<file path="config.mk">
export PLATFORM = sky130hd
export DESIGN_NAME = irap_port
export DESIGN_NICKNAME = d
export VERILOG_FILES = /design/src/pkg/irap_pkg.sv /design/src/irap_port.sv
export SDC_FILE = /design/constraint.sdc
export NUM_CORES = 1
export LEC_CHECK = 0
export BUFFER_PORTS_ARGS = -buffer_cell sky130_fd_sc_hd__buf_2
export CORE_MARGIN = 2
export CORE_UTILIZATION = 52
export CTS_BUF_LIST = sky130_fd_sc_hd__clkbuf_16
export CTS_CLUSTER_DIAMETER = 80
export DETAILED_ROUTE_END_ITERATION = 8
export GPL_TIMING_DRIVEN = 1
export MAX_ROUTING_LAYER = met4
export PLACE_DENSITY = 0.76
export SYNTH_ARGS = -nofsm -noshare
export SYNTH_HDL_FRONTEND = slang
export SYNTH_SLANG_ARGS = --single-unit
</file>
<file path="constraint.sdc">
create_clock -name core_clk -period 2 [get_ports core_clk]
set_input_delay 0.5 -clock core_clk [delete_from_list [all_inputs] [get_ports core_clk]]
set_output_delay 0.5 -clock core_clk [all_outputs]
set_load 0.02 [all_outputs]
</file>
<file path="src/pkg/irap_pkg.sv">
// Package for the two-wire register access port: constants and carriers
`default_nettype none
package irap_pkg;
  localparam logic [4:0] IRAP_ADDR_FIXED = 5'h13;
  localparam logic [6:0] IRAP_INDEX_LAST = 7'h7f;
  localparam logic [6:0] IRAP_INDEX_RST  = 7'h00;
  localparam logic [7:0] IRAP_PAGE_RST   = 8'h00;
  localparam logic [6:0] IRAP_PAGE_REG   = 7'h00;
  localparam logic [2:0] IRAP_BIT_LAST   = 3'h7;
  localparam int         IRAP_AINC_POS   = 7;

  typedef enum logic [2:0] {
    IRAP_IDLE  = 3'b000,
    IRAP_ADDR  = 3'b001,
    IRAP_AACK  = 3'b011,
    IRAP_WBYTE = 3'b010,
    IRAP_WACK  = 3'b110,
    IRAP_RBYTE = 3'b111,
    IRAP_RACK  = 3'b101
  } irap_state_t;

  // Access toward the register file behind the port
  typedef struct packed {
    logic       wr;
    logic       rd;
    logic [7:0] page;
    logic [6:0] index;
    logic [7:0] wdata;
  } irap_req_t;

  // Open-drain data pin
  typedef struct packed {
    logic o;
    logic oe;
  } irap_pin_t;
endpackage
`default_nettype wire

</file>
<file path="src/irap_port.sv">
// Two-wire slave port giving byte access to paged registers
// What this block does
// - Auto-increment advances index after written byte
// - Index wraps from 0x7f to 0x00
// - Read after repeated start returns indexed byte
// - Auto-increment advances index as each byte is loaded to send
// - Acknowledge own address, index and data
// - Configuration only through this two-wire port
// - Address is 10011 plus two select pins
// - Slave only, never drives the bus clock
// - Register zero selects page 0 to 255
`default_nettype none
module irap_port
  import irap_pkg::*;
(
  // Clock and reset
  input  wire logic              core_clk,
  input  wire logic              resetn,
  input  wire logic              clk_en,
  // Bus pins, clock is input only
  input  wire logic              scl_in,
  input  wire logic              sda_in,
  output irap_pkg::irap_pin_t    sda_pin,
  // Address-select straps
  input  wire logic              address_select_high_pin,
  input  wire logic              address_select_low_pin,
  // Register file side
  output irap_pkg::irap_req_t    reg_req,
  input  wire logic [7:0]        reg_rdata,
  output logic      [7:0]        page_sel
);
  import irap_pkg::*;

  function automatic logic [6:0] next_index(input logic [6:0] idx);
    next_index = (idx == IRAP_INDEX_LAST) ? IRAP_INDEX_RST : idx + 7'h01;
  endfunction

  // Two-stage synchronisers on every pin
  logic [1:0] scl_s_q, sda_s_q, a1_s_q, a0_s_q;
  logic       scl_q, sda_q;
  always_ff @(posedge core_clk or negedge resetn) begin
    if (!resetn) begin
      scl_s_q <= 2'h3;
      sda_s_q <= 2'h3;
      a1_s_q  <= 2'h0;
      a0_s_q  <= 2'h0;
      scl_q   <= 1'b1;
      sda_q   <= 1'b1;
    end else if (clk_en) begin
      scl_s_q <= {scl_s_q[0], scl_in};
      sda_s_q <= {sda_s_q[0], sda_in};
      a1_s_q  <= {a1_s_q[0], address_select_high_pin};
      a0_s_q  <= {a0_s_q[0], address_select_low_pin};
      scl_q   <= scl_s_q[1];
      sda_q   <= sda_s_q[1];
    end
  end

  logic scl, sda, scl_rise, scl_fall, start_cond, stop_cond;
  assign scl        = scl_s_q[1];
  assign sda        = sda_s_q[1];
  assign scl_rise   = scl && !scl_q;
  assign scl_fall   = !scl && scl_q;
  assign start_cond = scl && scl_q && sda_q && !sda;
  assign stop_cond  = scl && scl_q && !sda_q && sda;

  irap_state_t state_q, state_d;
  logic [7:0]  shift_q, shift_d;
  logic [2:0]  bitc_q, bitc_d;
  logic [6:0]  index_q, index_d;
  logic        ainc_q, ainc_d;
  logic        have_idx_q, have_idx_d;
  logic        drive_q, drive_d;
  logic        rnack_q, rnack_d;
  logic [7:0]  page_q, page_d;
  irap_req_t   req_q, req_d;
  logic [6:0]  my_addr;

  assign my_addr = {IRAP_ADDR_FIXED, a1_s_q[1], a0_s_q[1]};

  always_comb begin
    state_d    = state_q;
    shift_d    = shift_q;
    bitc_d     = bitc_q;
    index_d    = index_q;
    ainc_d     = ainc_q;
    have_idx_d = have_idx_q;
    drive_d    = drive_q;
    rnack_d    = rnack_q;
    page_d     = page_q;
    req_d      = req_q;
    req_d.wr   = 1'b0;
    req_d.rd   = 1'b0;
    req_d.page = page_q;
    if (stop_cond) begin
      state_d = IRAP_IDLE;
      drive_d = 1'b0;
    end else if (start_cond) begin
      // Repeated start keeps the index loaded earlier
      state_d    = IRAP_ADDR;
      bitc_d     = 3'h0;
      shift_d    = 8'h00; // Stale byte must not pass as an address
      drive_d    = 1'b0;
      have_idx_d = 1'b0;
    end else begin
      case (state_q)
        IRAP_IDLE: begin
          drive_d = 1'b0;
        end
        IRAP_ADDR, IRAP_WBYTE: begin
          if (scl_rise) begin
            shift_d = {shift_q[6:0], sda};
            bitc_d  = bitc_q + 3'h1;
          end else if (scl_fall && bitc_q == 3'h0 && shift_q != 8'h00
                       || scl_fall && bitc_q == 3'h0 && state_q == IRAP_WBYTE
                          && shift_q == 8'h00) begin
            if (state_q == IRAP_ADDR) begin
              if (shift_q[7:1] == my_addr) begin
                drive_d = 1'b1;
                state_d = IRAP_AACK;
              end else begin
                state_d = IRAP_IDLE;
              end
            end else begin
              drive_d = 1'b1;
              state_d = IRAP_WACK;
              if (!have_idx_q) begin
                ainc_d     = shift_q[IRAP_AINC_POS];
                index_d    = shift_q[6:0];
                have_idx_d = 1'b1;
              end else begin
                req_d.wr    = 1'b1;
                req_d.index = index_q;
                req_d.wdata = shift_q;
                if (index_q == IRAP_PAGE_REG) begin
                  page_d = shift_q;
                end
                if (ainc_q) begin
                  index_d = next_index(index_q);
                end
              end
            end
          end
        end
        IRAP_AACK: begin
          if (scl_fall) begin
            bitc_d = 3'h0;
            if (shift_q[0]) begin
              // Data sampled from the register file now
              state_d = IRAP_RBYTE;
              shift_d = reg_rdata;
              req_d.rd    = 1'b1;
              req_d.index = index_q;
              drive_d = !reg_rdata[7];
              if (ainc_q) begin
                index_d = next_index(index_q);
              end
            end else begin
              state_d = IRAP_WBYTE;
              drive_d = 1'b0;
            end
          end
        end
        IRAP_WACK: begin
          if (scl_fall) begin
            drive_d = 1'b0;
            bitc_d  = 3'h0;
            state_d = IRAP_WBYTE;
          end
        end
        IRAP_RBYTE: begin
          if (scl_fall) begin
            if (bitc_q == IRAP_BIT_LAST) begin
              drive_d = 1'b0;
              state_d = IRAP_RACK;
            end else begin
              shift_d = {shift_q[6:0], 1'b0};
              drive_d = !shift_q[6];
            end
            bitc_d = bitc_q + 3'h1;
          end
        end
        IRAP_RACK: begin
          if (scl_rise) begin
            rnack_d = sda;
          end else if (scl_fall) begin
            if (rnack_q) begin
              state_d = IRAP_IDLE;
            end else begin
              state_d = IRAP_RBYTE;
              shift_d = reg_rdata;
              req_d.rd    = 1'b1;
              req_d.index = index_q;
              drive_d = !reg_rdata[7];
              if (ainc_q) begin
                index_d = next_index(index_q);
              end
            end
          end
        end
        default: state_d = IRAP_IDLE;
      endcase
    end
    req_d.page = page_d;
  end

  always_ff @(posedge core_clk or negedge resetn) begin
    if (!resetn) begin
      state_q    <= IRAP_IDLE;
      shift_q    <= 8'h00;
      bitc_q     <= 3'h0;
      index_q    <= IRAP_INDEX_RST;
      ainc_q     <= 1'b0;
      have_idx_q <= 1'b0;
      drive_q    <= 1'b0;
      rnack_q    <= 1'b0;
      page_q     <= IRAP_PAGE_RST;
      req_q      <= '0;
    end else if (clk_en) begin
      state_q    <= state_d;
      shift_q    <= shift_d;
      bitc_q     <= bitc_d;
      index_q    <= index_d;
      ainc_q     <= ainc_d;
      have_idx_q <= have_idx_d;
      drive_q    <= drive_d;
      rnack_q    <= rnack_d;
      page_q     <= page_d;
      req_q      <= req_d;
    end
  end

  // Open-drain: only ever pulls low; sole config path
  assign sda_pin.o  = 1'b0;
  assign sda_pin.oe = drive_q;
  assign reg_req    = req_q;
  assign page_sel   = page_q;
endmodule
`default_nettype wire

</file>
==> results by group, run 1 <==
Floorplan
  – Initial Util: 53.6%
  – Die width: 87.7 microns
  – Std cell rows: 30
  – Die area: 7690 sq um
  – Io pins: 50
  – Core Area: 6790 sq um
  – Die Height: 87.7 microns

Layout
  – Storage cell area: 1510 sq um
  – Multi-input gate area: 2120 sq um
  – Post-route cell area: 5080 sq um
  – # diodes: 0
  – Final cell count without fillers: 586
  – Post-route core utilization: 74.7%
  – Most frequent cells in the layout: 76 x buf_4, 51 x dfrtp_1, 49 x buf_2, 34 x nand2_1, 22 x inv_1
  – Nets: 505
  – Area Growth Syn to Fin: 39.3%
  – Layout cells sized above 1: 47.3%
  – Fill cells: 443
  – Commonest non-fill, non-tap cell in the layout: buf_4

Clocking
  – Largest buffer count on any clock path: 2
  – Htree depth: 3
  – # hold bufs at CTS: 0
  – Later-pin clock latency in the skew report: 0.33 ns
  – Clock sink total: 60
  – Clock-pin slew on the worst setup and hold paths: 0.06 ns
  – CTS tree: yes
  – CTS Buf Count: 9
  – Root Driver: clkbuf_16

Yosys
  – Post-synth ARST share: 100%
  – Most used DFF post-synth: dfrtp_1
  – Syn_area_per_cell: 9.69 sq um
  – Post-Syn Instances: 376
  – Unique masters post-synth: 66
  – Ys Warns: 0
  – Synthesized Nets: 396
  – Largest area contributor in the netlist: dfrtp_1
  – Dominant cells by area after synthesis: dfrtp_1 37%, mux2_2 6.8%, mux2i_1 4.7%
  – Sequential area share after synthesis: 41.4%
  – Share of the synthesized area in the top cell type: 37.1%
  – Number of flops mapped to enable cells by yosys: 0
  – Synth Register Bits: 60
  – Synthesized area: 3640 sq um

Global route
  – GR Util met3: 5.18%
  – Tot GR Track Use: 28.7%
  – Grt met1 use: 34.3%
  – Initial antenna violation count: 0
  – Pin count of the biggest net entering global routing: 61
  – Layer with the highest usage: met2
  – Vias in the first global route: 3314
  – Grt ovf: 0
  – Met2 Usage GRT: 47.0%
  – Global-route wire length before repair: 16300 microns

Timing
  – WHS: 0.164 ns
  – Final min period: 2.09 ns
  – Total negative slack: -0.379 ns
  – Peak Freq: 479 MHz
  – Worst Clk Skew: 0.00617 ns
  – RSZ-0062 raised after global routing: true
  – Crit share post-route: 104%
  – Slew Limit Fails: 0
  – Setup Viol. Count Final: 13
  – Worst setup margin: -0.0869 ns
  – Final Hold Viols: 0

Route
  – DRT antenna net count: 0
  – Total Wirelength: 10400 microns
  – 1st-iter DRT viols: 212
  – 1st-pass router iterations: 4
  – Wire per inst: 17.7 microns
  – Via count: 3486
  – DR vias/cell: 5.95
  – Drc violations: 0

Setup path
  – R2R Setup Slk: -0.09 ns
  – Worst Path Arrival: 2.29 ns
  – R2R Path Start: bitc_q[1]
  – Slowest stage delay, CP: 0.36 ns
  – Worst setup path end: index_q[3]
  – CP Capture Type: flop
  – CP Max Fanout: 5
  – Reg2Reg Depth: 9
  – Worst setup SP type: flop
  – CP Cell Sequence: ha_2, ha_4, and4b_1, nor3_2, buf_4, a21oi_4, buf_6, o41ai_2, o21ai_1
  – Crit path launch: bitc_q[1]
  – Worst R2R End: index_q[3]
  – Critical-path top delay cell: dfrtp_1
  – Worst path required time: 2.20 ns
  – Critical path class: reg -> reg

Place
  – Inst Count DP: 551
  – Dpl ws: -0.218 ns
  – DP HPWL: 6910 microns
  – Input/output buffers: 48
  – Dpl cell area: 4390 sq um
  – Routability Congestion: 0.987

Flow run
  – Max_cap viols: 0

Run status
  – Failing checks: setup timing
  – Status: complete, but fails checks

Power and ir drop
  – Tot Pwr: 7.75 mW
  – Max IR drop VDD: 0.774 mV
  – Pleak: 2.39 nW
  – P per Cell Area: 1530 nW/um^2

Worst hold path
  – HP Class: in -> async
routing by layer:
layer  routed length (microns)  share of wire [%]  vias to the layer above
li1                          -                  -                     1596
met1                      4200                 41                     1710
met2                      5260                 51                      145
met3                       503                4.9                       35
met4                       393                3.8                        0
met5                         0                  0                        -
what timing repair did:
action | CTS | global route
cloned | 0 | 1
buffers inserted | 17 | 2
resized for setup | 46 | 21
setup endpoints to repair | 31 | 40
pin swaps | 16 | 7
cell usage after synthesis (3+ instances only):
library cell,count
nand2b_1,4
dfrtp_1,54
nand2_1,34
a221oi_1,12
mux2i_1,17
nor3_1,4
a211oi_1,4
buf_4,12
xor2_1,4
or2_2,4
a21oi_1,19
ha_1,5
nor2_1,10
o41ai_1,7
o22ai_1,10
o31ai_1,3
buf_2,4
a31oi_1,6
buf_1,3
a21boi_0,5
inv_1,26
nand3_1,3
and3_1,5
dfstp_2,6
clkbuf_1,18
mux2_2,22
nor4_1,4
o21ai_0,22
nor3b_1,6
final cells by class:
type,count,share of cell area [%]
multi-input combinational,253,41.8
sequential,60,29.8
inverter,26,1.92
clock inverter,7,1.03
timing repair buffer,135,18.6
tap,96,2.37
clock buffer,9,4.44
critical path: cells and delay by family (launching register included):
kind / cells / cell delay [ns]
adder cells (fa/ha/maj): 2 / 0.33
AND/OR/NAND/NOR: 2 / 0.46
flip-flops: 1 / 0.36
buffers and inverters: 2 / 0.31
AO/OA/AOI/OAI: 3 / 0.50
registers in the layout (all words and copies together), names as in the netlist:
name,count
a0_s_q,2
bitc_q,3
shift_q,8
scl_q,1
a1_s_q,2
state_q,3
drive_q,1
rnack_q,1
sda_q,1
sda_s_q,2
have_idx_q,1
index_q,7
reg_req,25
ainc_q,1
scl_s_q,2
worst min-delay path by stage:
| stage | from | end | slack [ns] | cells after the start |
|---|---|---|---|---|
| global route | resetn | reg_req[14] | 0.19 | 2 |
| global placement | reg_req[3] | reg_req[3] | 0.46 | 2 |
| floorplan | resetn | a0_s_q[0] | 0.20 | 0 |
| detailed placement | reg_req[1] | reg_req[1] | 0.47 | 2 |
| CTS | resetn | reg_req[11] | 0.18 | 2 |
| finish | resetn | reg_req[11] | 0.16 | 2 |
where the power goes:
group	internal (mW)	switching, mW
Clock	0.842	0.585
Combinational	2.11	2.28
Sequential	1.57	0.363
cell families (layout without fill, tap and decap cells):
family,after synthesis,count (layout),share of synthesized area (%)
muxes,39,39,11.5
DFF,60,60,41.4
AOI/OAI and AO/OA,106,106,19.8
buffers and inverters,63,177,7.86
adders and majority gates,5,5,1.72
other,1,1,0.103
xor gates and xnor gates,5,5,1.20
and+or+nand+nor,97,97,16.4
No activity file was read; power rests on OpenSTA's default activity.
==> run 2: changes to the inputs <==
Settings changed: CORE_UTILIZATION 52 to 58, PLACE_DENSITY 0.76 to 0.8.
Clock period 2 ns to 2.15 ns, I/O delays scaled along.
==> run 2 against run 1 <==
  * The run now ends clean
  * Global-route usage barely moved
  * Power down 17%
  * First-iteration DRC count rose by 2.8%
  * Sequential power decreased by 7%
  * Sequential share of layout area increased by 3.5 points
  * Critical path depth fell by 2
  * Via count down 5.4%
  * Fmax decreased by 2.5%
  * Design area is 11% lower
  * Sequential cell count is the same
  * Largest cell class unchanged
  * Largest power group unchanged
==> results by group, run 2 (synthesis results as in run 1) <==
Floorplan
  – Die Height: 83.3 microns (-5.1%)
  – Die area: 6930 sq um (-9.9%)
  – Io pins: 50 (unchanged)
  – Die width: 83.3 microns (-5.1%)
  – Core Area: 5990 sq um (-12%)
  – Std cell rows: 28 (-6.7%)
  – Initial Util: 60.8% (+7.2 points)

Route
  – Total Wirelength: 9650 microns (-6.8%)
  – Drc violations: 0 (unchanged)
  – Via count: 3297 (-5.4%)
  – 1st-iter DRT viols: 218 (+2.8%)
  – DR vias/cell: 6.29 (+5.8%)
  – 1st-pass router iterations: 5 (+1)
  – Wire per inst: 18.4 microns (+4.2%)
  – DRT antenna net count: 0 (unchanged)

Layout
  – Largest register FFs: 25 (unchanged)
  – Post-route cell area: 4540 sq um (-11%)
  – Fill cells: 417 (-5.9%)
  – Nets: 464 (-8.1%)
  – Most frequent cells in the layout: 51 x dfrtp_1, 49 x buf_2, 41 x buf_4, 34 x nand2_1, 27 x inv_1
  – Commonest non-fill, non-tap cell in the layout: dfrtp_1
  – Layout cells sized above 1: 37.2% (-10 points)
  – Storage cell area: 1510 sq um (unchanged)
  – Final cell count without fillers: 524 (-11%)
  – Multi-input gate area: 1930 sq um (-9.0%)
  – Area Growth Syn to Fin: 24.5%
  – # diodes: 0 (unchanged)

Clocking
  – Clock sink total: 60 (unchanged)
  – Clock-pin slew on the worst setup and hold paths: 0.05 ns (about the same)
  – # hold bufs at CTS: 0 (unchanged)
  – Htree depth: 3 (unchanged)
  – CTS tree: yes
  – Root Driver: clkbuf_16
  – Largest buffer count on any clock path: 2 (unchanged)
  – CTS Buf Count: 9 (unchanged)
  – Later-pin clock latency in the skew report: 0.34 ns (about the same)

Timing
  – Max_slew headroom: 61.1%
  – Worst Max-Slew Pin Slew: 0.578 ns
  – Final min period: 2.14 ns (+0.0544 ns)
  – Crit share post-route: 99.6% (-4.7 points)
  – Final Hold Viols: 0 (unchanged)
  – Total negative slack: 0 ns (+0.379 ns)
  – Peak Freq: 467 MHz (-2.5%)
  – Slew Limit Fails: 0 (unchanged)
  – Setup Viol. Count Final: 0 (-13)
  – Worst Clk Skew: 0.00394 ns (-0.00222 ns)
  – Worst setup margin: 0.00866 ns (+0.0956 ns)
  – RSZ-0062 raised after global routing: true

Power and ir drop
  – Clock Power Share: 22.1% (+3.7 points)
  – Max IR drop VDD: 0.992 mV (+28%)
  – Cell Int Power: 3.73 mW (-17%)
  – Comb power frac: 49.7% (-6.9 points)
  – Sequential Power Share: 28.2% (+3.3 points)
  – Net Sw Frac: 41.8% (+0.12 points)
  – Switch Pwr: 2.68 mW (-17%)
  – Pleak: 2.16 nW (-9.5%)
  – P per Cell Area: 1410 nW/um^2 (-7.4%)

Global route
  – Vias in the first global route: 3129 (-5.6%)
  – Grt ovf: 0 (unchanged)
  – Global-route wire length before repair: 15500 microns (-5.1%)
  – Tot GR Track Use: 28.7% (about the same)
  – Pin count of the biggest net entering global routing: 38 (-38%)
  – Initial antenna violation count: 0 (unchanged)

Setup path
  – Worst setup SP type: flop
  – Worst path required time: 2.33 ns (+0.13 ns)
  – Crit path launch: bitc_q[0]
  – R2R Setup Slk: 0.009 ns (+0.10 ns)
  – CP Max Fanout: 5 (unchanged)
  – R2R Path Start: bitc_q[0]
  – Critical path class: reg -> reg
  – CP Capture Type: flop
  – Worst Path Arrival: 2.32 ns (+0.03 ns)

Place
  – Dpl cell area: 4100 sq um (-6.4%)
  – Routability Congestion: 0.948 (-3.9%)
  – Inst Count DP: 502 (-8.9%)
  – Input/output buffers: 48 (unchanged)
  – Dpl ws: -0.0716 ns (+0.146 ns)
  – DP HPWL: 6510 microns (-5.9%)

Flow run
  – Max_cap viols: 0 (unchanged)

Run status
  – Status: finished, final reports clean

Worst hold path
  – HP Class: in -> async
[run 2: cell types whose count changed in the layout (fill, tap and decap cells not counted), moves of 4 or more]
cell     previous run  this run
mux2_4              8         0
mux2_2             14        22
o21ai_0            13        19
buf_6               8         3
inv_1              22        27
buf_4              76        41
inv_2               4         0
[run 2: final timing paths]
kind | to | cells past startpoint
worst max-delay path | state_q[0] | 7
worst min-delay path | reg_req[8] | 1
worst max register to register | state_q[0] | 7
worst min register to register | reg_req[4] | 2
max in group asynchronous | shift_q[5] | 2
min in group core_clk | sda_s_q[0] | 2
[run 2: worst max-delay path: stages, from the launching register on]
cell       delay, ns
dfrtp_1         0.39
inv_1           0.09
ha_1            0.20
nand4bb_4       0.18
nor3_2          0.32
a211oi_2        0.15
o41ai_1         0.46
o21ai_0         0.20
[run 2: per-stage QoR]
step | hold slack [ns] | power (mW) | util, %
after floorplan | 0.242 | 3.69 | -
after detailed placement | 0.465 | 4.62 | 68.5
after global routing | 0.243 | 6.77 | 75.7
final | 0.200 | 6.41 | 75.7
after CTS | 0.208 | 6.13 | 73.9
after global placement | 0.459 | 4.53 | 68.5
[run 2: power by group through the flow]
stage,registers (mW),clock network (mW),logic (mW)
after floorplan,1.78,0,1.91
after global placement,1.79,0,2.74
after detailed placement,1.80,0,2.82
after CTS,1.79,1.43,2.91
after global routing,1.85,1.49,3.44
final,1.80,1.42,3.19
[run 2: cell type report]
type / instances / share of cell area [%]
Tap cell: 75 / 2.07
Multi-Input combinational cell: 253 / 42.6
Inverter: 26 / 2.15
Sequential cell: 60 / 33.3
Clock buffer: 9 / 4.96
Clock inverter: 7 / 1.52
Timing Repair Buffer: 94 / 13.4
[run 2: what timing repair did]
| action | in CTS | in global routing |
|---|---|---|
| endpoints found under the setup margin | 13 | 25 |
| cloned | 0 | 1 |
| resized for setup | 8 | 16 |
| endpoints found under the hold margin | 0 | 0 |
| pin swaps | 0 | 2 |
| setup buffers | 0 | 5 |
[run 2: layer usage]
| metal | share of wire, % | GRT usage (%) |
|---|---|---|
| met5 | 0 | - |
| met4 | 2.9 | 11.9 |
| met3 | 6.8 | 6.66 |
| met2 | 49 | 44.9 |
| met1 | 41 | 36.2 |
==> run 3: changes to the inputs <==
Settings changed: ABC_AREA set to 1.
==> run 3 against run 2 <==
  * Sequential power fell by 30%
  * Clock skew rose by 0.0070 ns
  * Largest power group is now the clock network
  * Via count fell by 1.4%
  * Synthesized area fell by 0.79%
  * Design area fell by 7.1%
  * Wire length fell by 9.7%
==> results by group, run 3 <==
Timing
  – RSZ-0062 raised after global routing: false
  – Crit share post-route: 90.0% (-9.6 points)
  – Setup Viol. Count Final: 0 (unchanged)
  – Max_slew headroom: 64.5% (+3.4 points)
  – Worst Max-Slew Pin Slew: 0.530 ns (-0.0475 ns)
  – Final min period: 1.94 ns (-0.206 ns)
  – Worst Clk Skew: 0.0109 ns (+0.00696 ns)
  – Slew Limit Fails: 0 (unchanged)
  – Final Hold Viols: 0 (unchanged)
  – Peak Freq: 517 MHz (+11%)
  – Total negative slack: 0 ns (unchanged)

Floorplan
  – Die area: 6880 sq um (-0.74%)
  – Core Area: 5990 sq um (unchanged)
  – Io pins: 50 (unchanged)
  – Die Height: 83.0 microns (-0.37%)
  – Std cell rows: 28 (unchanged)
  – Die width: 83.0 microns (-0.37%)
  – Initial Util: 60.4% (-0.48 points)

Power and ir drop
  – Pleak: 2.18 nW (+0.76%)
  – Max IR drop VDD: 0.578 mV (-42%)
  – P per Cell Area: 753 nW/um^2 (-47%)

Setup path
  – Worst Path Arrival: 2.16 ns (-0.16 ns)
  – Worst setup SP type: flop
  – CP Capture Type: flop
  – Critical path class: reg -> reg
  – Worst path required time: 2.38 ns (+0.05 ns)
  – CP Max Fanout: 15 (+10)

Route
  – 1st-iter DRT viols: 276 (+27%)
  – Wire per inst: 14.6 microns (-21%)
  – Total Wirelength: 8710 microns (-9.7%)
  – DRT antenna net count: 0 (unchanged)
  – 1st-pass router iterations: 5 (unchanged)
  – Drc violations: 0 (unchanged)
  – Via count: 3251 (-1.4%)
  – DR vias/cell: 5.45 (-13%)

Layout
  – Storage cell area: 1510 sq um (-0.25%)
  – Commonest non-fill, non-tap cell in the layout: nand2_1
  – Most frequent cells in the layout: 150 x nand2_1, 54 x dfrtp_1, 48 x buf_2, 44 x inv_1, 35 x o21ai_0
  – Multi-input gate area: 1790 sq um (-7.3%)
  – Final cell count without fillers: 597 (+14%)
  – # diodes: 0 (unchanged)
  – Layout cells sized above 1: 24.5% (-13 points)
  – Fill cells: 478 (+15%)
  – Area Growth Syn to Fin: 16.6%
  – Nets: 538 (+16%)
  – Largest register FFs: 25 (unchanged)

Yosys
  – Sequential area share after synthesis: 41.7% (+0.33 points)
  – Synthesized Nets: 491 (+24%)
  – Unique masters post-synth: 39 (-41%)
  – Top-count cell post-synth: nand2_1
  – Synth top cells by count: 150 x nand2_1, 54 x dfrtp_1, 44 x inv_1
  – Most used DFF post-synth: dfrtp_1
  – Largest area contributor in the netlist: dfrtp_1
  – Number of flops mapped to enable cells by yosys: 0 (unchanged)
  – Post-Syn Instances: 471 (+25%)
  – Synthesized area: 3620 sq um (-0.79%)
  – Dominant cells by area after synthesis: dfrtp_1 37%, nand2_1 16%, o21ai_0 4.8%
  – Synth Register Bits: 60 (unchanged)
  – Post-synth ARST share: 100% (unchanged)
  – Syn_area_per_cell: 7.68 sq um (-21%)
  – Ys Warns: 0 (unchanged)
  – Share of the synthesized area in the top cell type: 37.4% (+0.30 points)

Global route
  – Grt ovf: 0 (unchanged)
  – Vias in the first global route: 3102 (-0.86%)
  – Global-route wire length before repair: 14700 microns (-5.4%)
  – Initial antenna violation count: 0 (unchanged)
  – Tot GR Track Use: 27.1% (-1.6 points)
  – Pin count of the biggest net entering global routing: 61 (+61%)

Place
  – Routability Congestion: 1.07 (+13%)
  – Input/output buffers: 48 (unchanged)
  – Inst Count DP: 582 (+16%)
  – DP HPWL: 6320 microns (-2.8%)

Clocking
  – # hold bufs at CTS: 0 (unchanged)
  – Later-pin clock latency in the skew report: 0.34 ns (about the same)
  – Post-CTS Resized: 0 (-8)
  – CTS Buf Count: 9 (unchanged)
  – Clock sink total: 60 (unchanged)
  – Htree depth: 3 (unchanged)
  – Root Driver: clkbuf_16
  – Post-CTS setup buffers: 0 (unchanged)
  – Largest buffer count on any clock path: 2 (unchanged)
  – CTS tree: yes
  – Clock-pin slew on the worst setup and hold paths: 0.06 ns (about the same)

Flow run
  – Max_cap viols: 0 (unchanged)

Worst hold path
  – HP Class: in -> async

Run status
  – Status: finished, final reports clean
## run 3: cell count changes after synthesis, sizes merged, moves of 10 or more
cell | previous run | this run
a21oi | 20 | 10
a221oi | 12 | 0
clkbuf | 18 | 4
inv | 26 | 51
mux2 | 22 | 0
mux2i | 17 | 0
nand2 | 34 | 158
nand3 | 3 | 34
nor2 | 11 | 38
o21ai | 23 | 63
## run 3: path summary, 6_finish.rpt
| path | startpoint | endpoint | slack (ns) | cells past startpoint |
|---|---|---|---|---|
| setup / recovery | scl_q | reg_req[16] | 0.21 | 7 |
| max in group asynchronous | resetn | sda_q | 1.64 | 2 |
| min in group core_clk | scl_in | scl_s_q[0] | 0.40 | 3 |
| setup reg to reg | scl_q | reg_req[16] | 0.21 | 7 |
| hold / removal | resetn | reg_req[18] | 0.20 | 2 |
| hold reg to reg | sda_s_q[0] | sda_s_q[0] | 0.46 | 2 |
## run 3: routing by layer
layer	track usage (%)	share of wire, %
met5	-	0
met2	42.2	48
met3	4.27	4.8
met4	12.2	2.9
met1	35.2	45
## run 3: area by class of cell
| class | count | share of cell area [%] |
|---|---|---|
| Clock buffer | 9 | 5.34 |
| Clock inverter | 6 | 1.90 |
| Inverter | 52 | 4.81 |
| Multi-Input combinational cell | 339 | 42.5 |
| Sequential cell | 60 | 35.8 |
| Tap cell | 75 | 2.23 |
| Timing Repair Buffer | 56 | 7.42 |
## run 3: critical path, cell delays in order, from the launching register on
cell     delay, ns
dfstp_2       0.56
nand2_1       0.14
nor3b_2       0.25
nand2_2       0.16
nor3_4        0.34
nand2_4       0.20
nand2_1       0.13
o21ai_2       0.05
## run 3: report_power, final
part | switching (mW) | total, mW | internal [mW]
combinational | 0.268 | 0.404 | 0.136
sequential | 0.0608 | 1.26 | 1.20
clock | 0.514 | 1.51 | 0.996
total | 0.843 | 3.17 | 2.33
## run 3: kinds of logic after synthesis
| group | after synthesis | synth area share (%) |
|---|---|---|
| flip-flops | 60 | 41.7 |
| buffers and inverters | 72 | 9.27 |
| adder cells (fa/ha/maj) | 5 | 1.73 |
| AO/OA/AOI/OAI | 79 | 13.2 |
| AND/OR/NAND/NOR | 250 | 33.0 |
| XOR/XNOR | 4 | 0.969 |
| other | 1 | 0.104 |
## run 3: per-stage QoR
| stage | setup slack (ns) | hold WS (ns) | cell area, sq um | util [%] | total power, mW |
|---|---|---|---|---|---|
| 6_report | 0.215 | 0.197 | 4220 | 70.4 | 3.17 |
| 5_1_grt | 0.0632 | 0.236 | 4220 | 70.4 | 3.30 |
| 4_1_cts | 0.0552 | 0.220 | 4200 | 70.0 | 3.17 |
| 3_5_place_dp | 0.0835 | 0.454 | 3890 | 64.9 | 1.67 |
| 3_3_place_gp | 0.0620 | 0.450 | 3890 | 64.9 | 1.66 |
| 2_1_floorplan | 0.461 | 0.242 | 3620 | - | 1.54 |
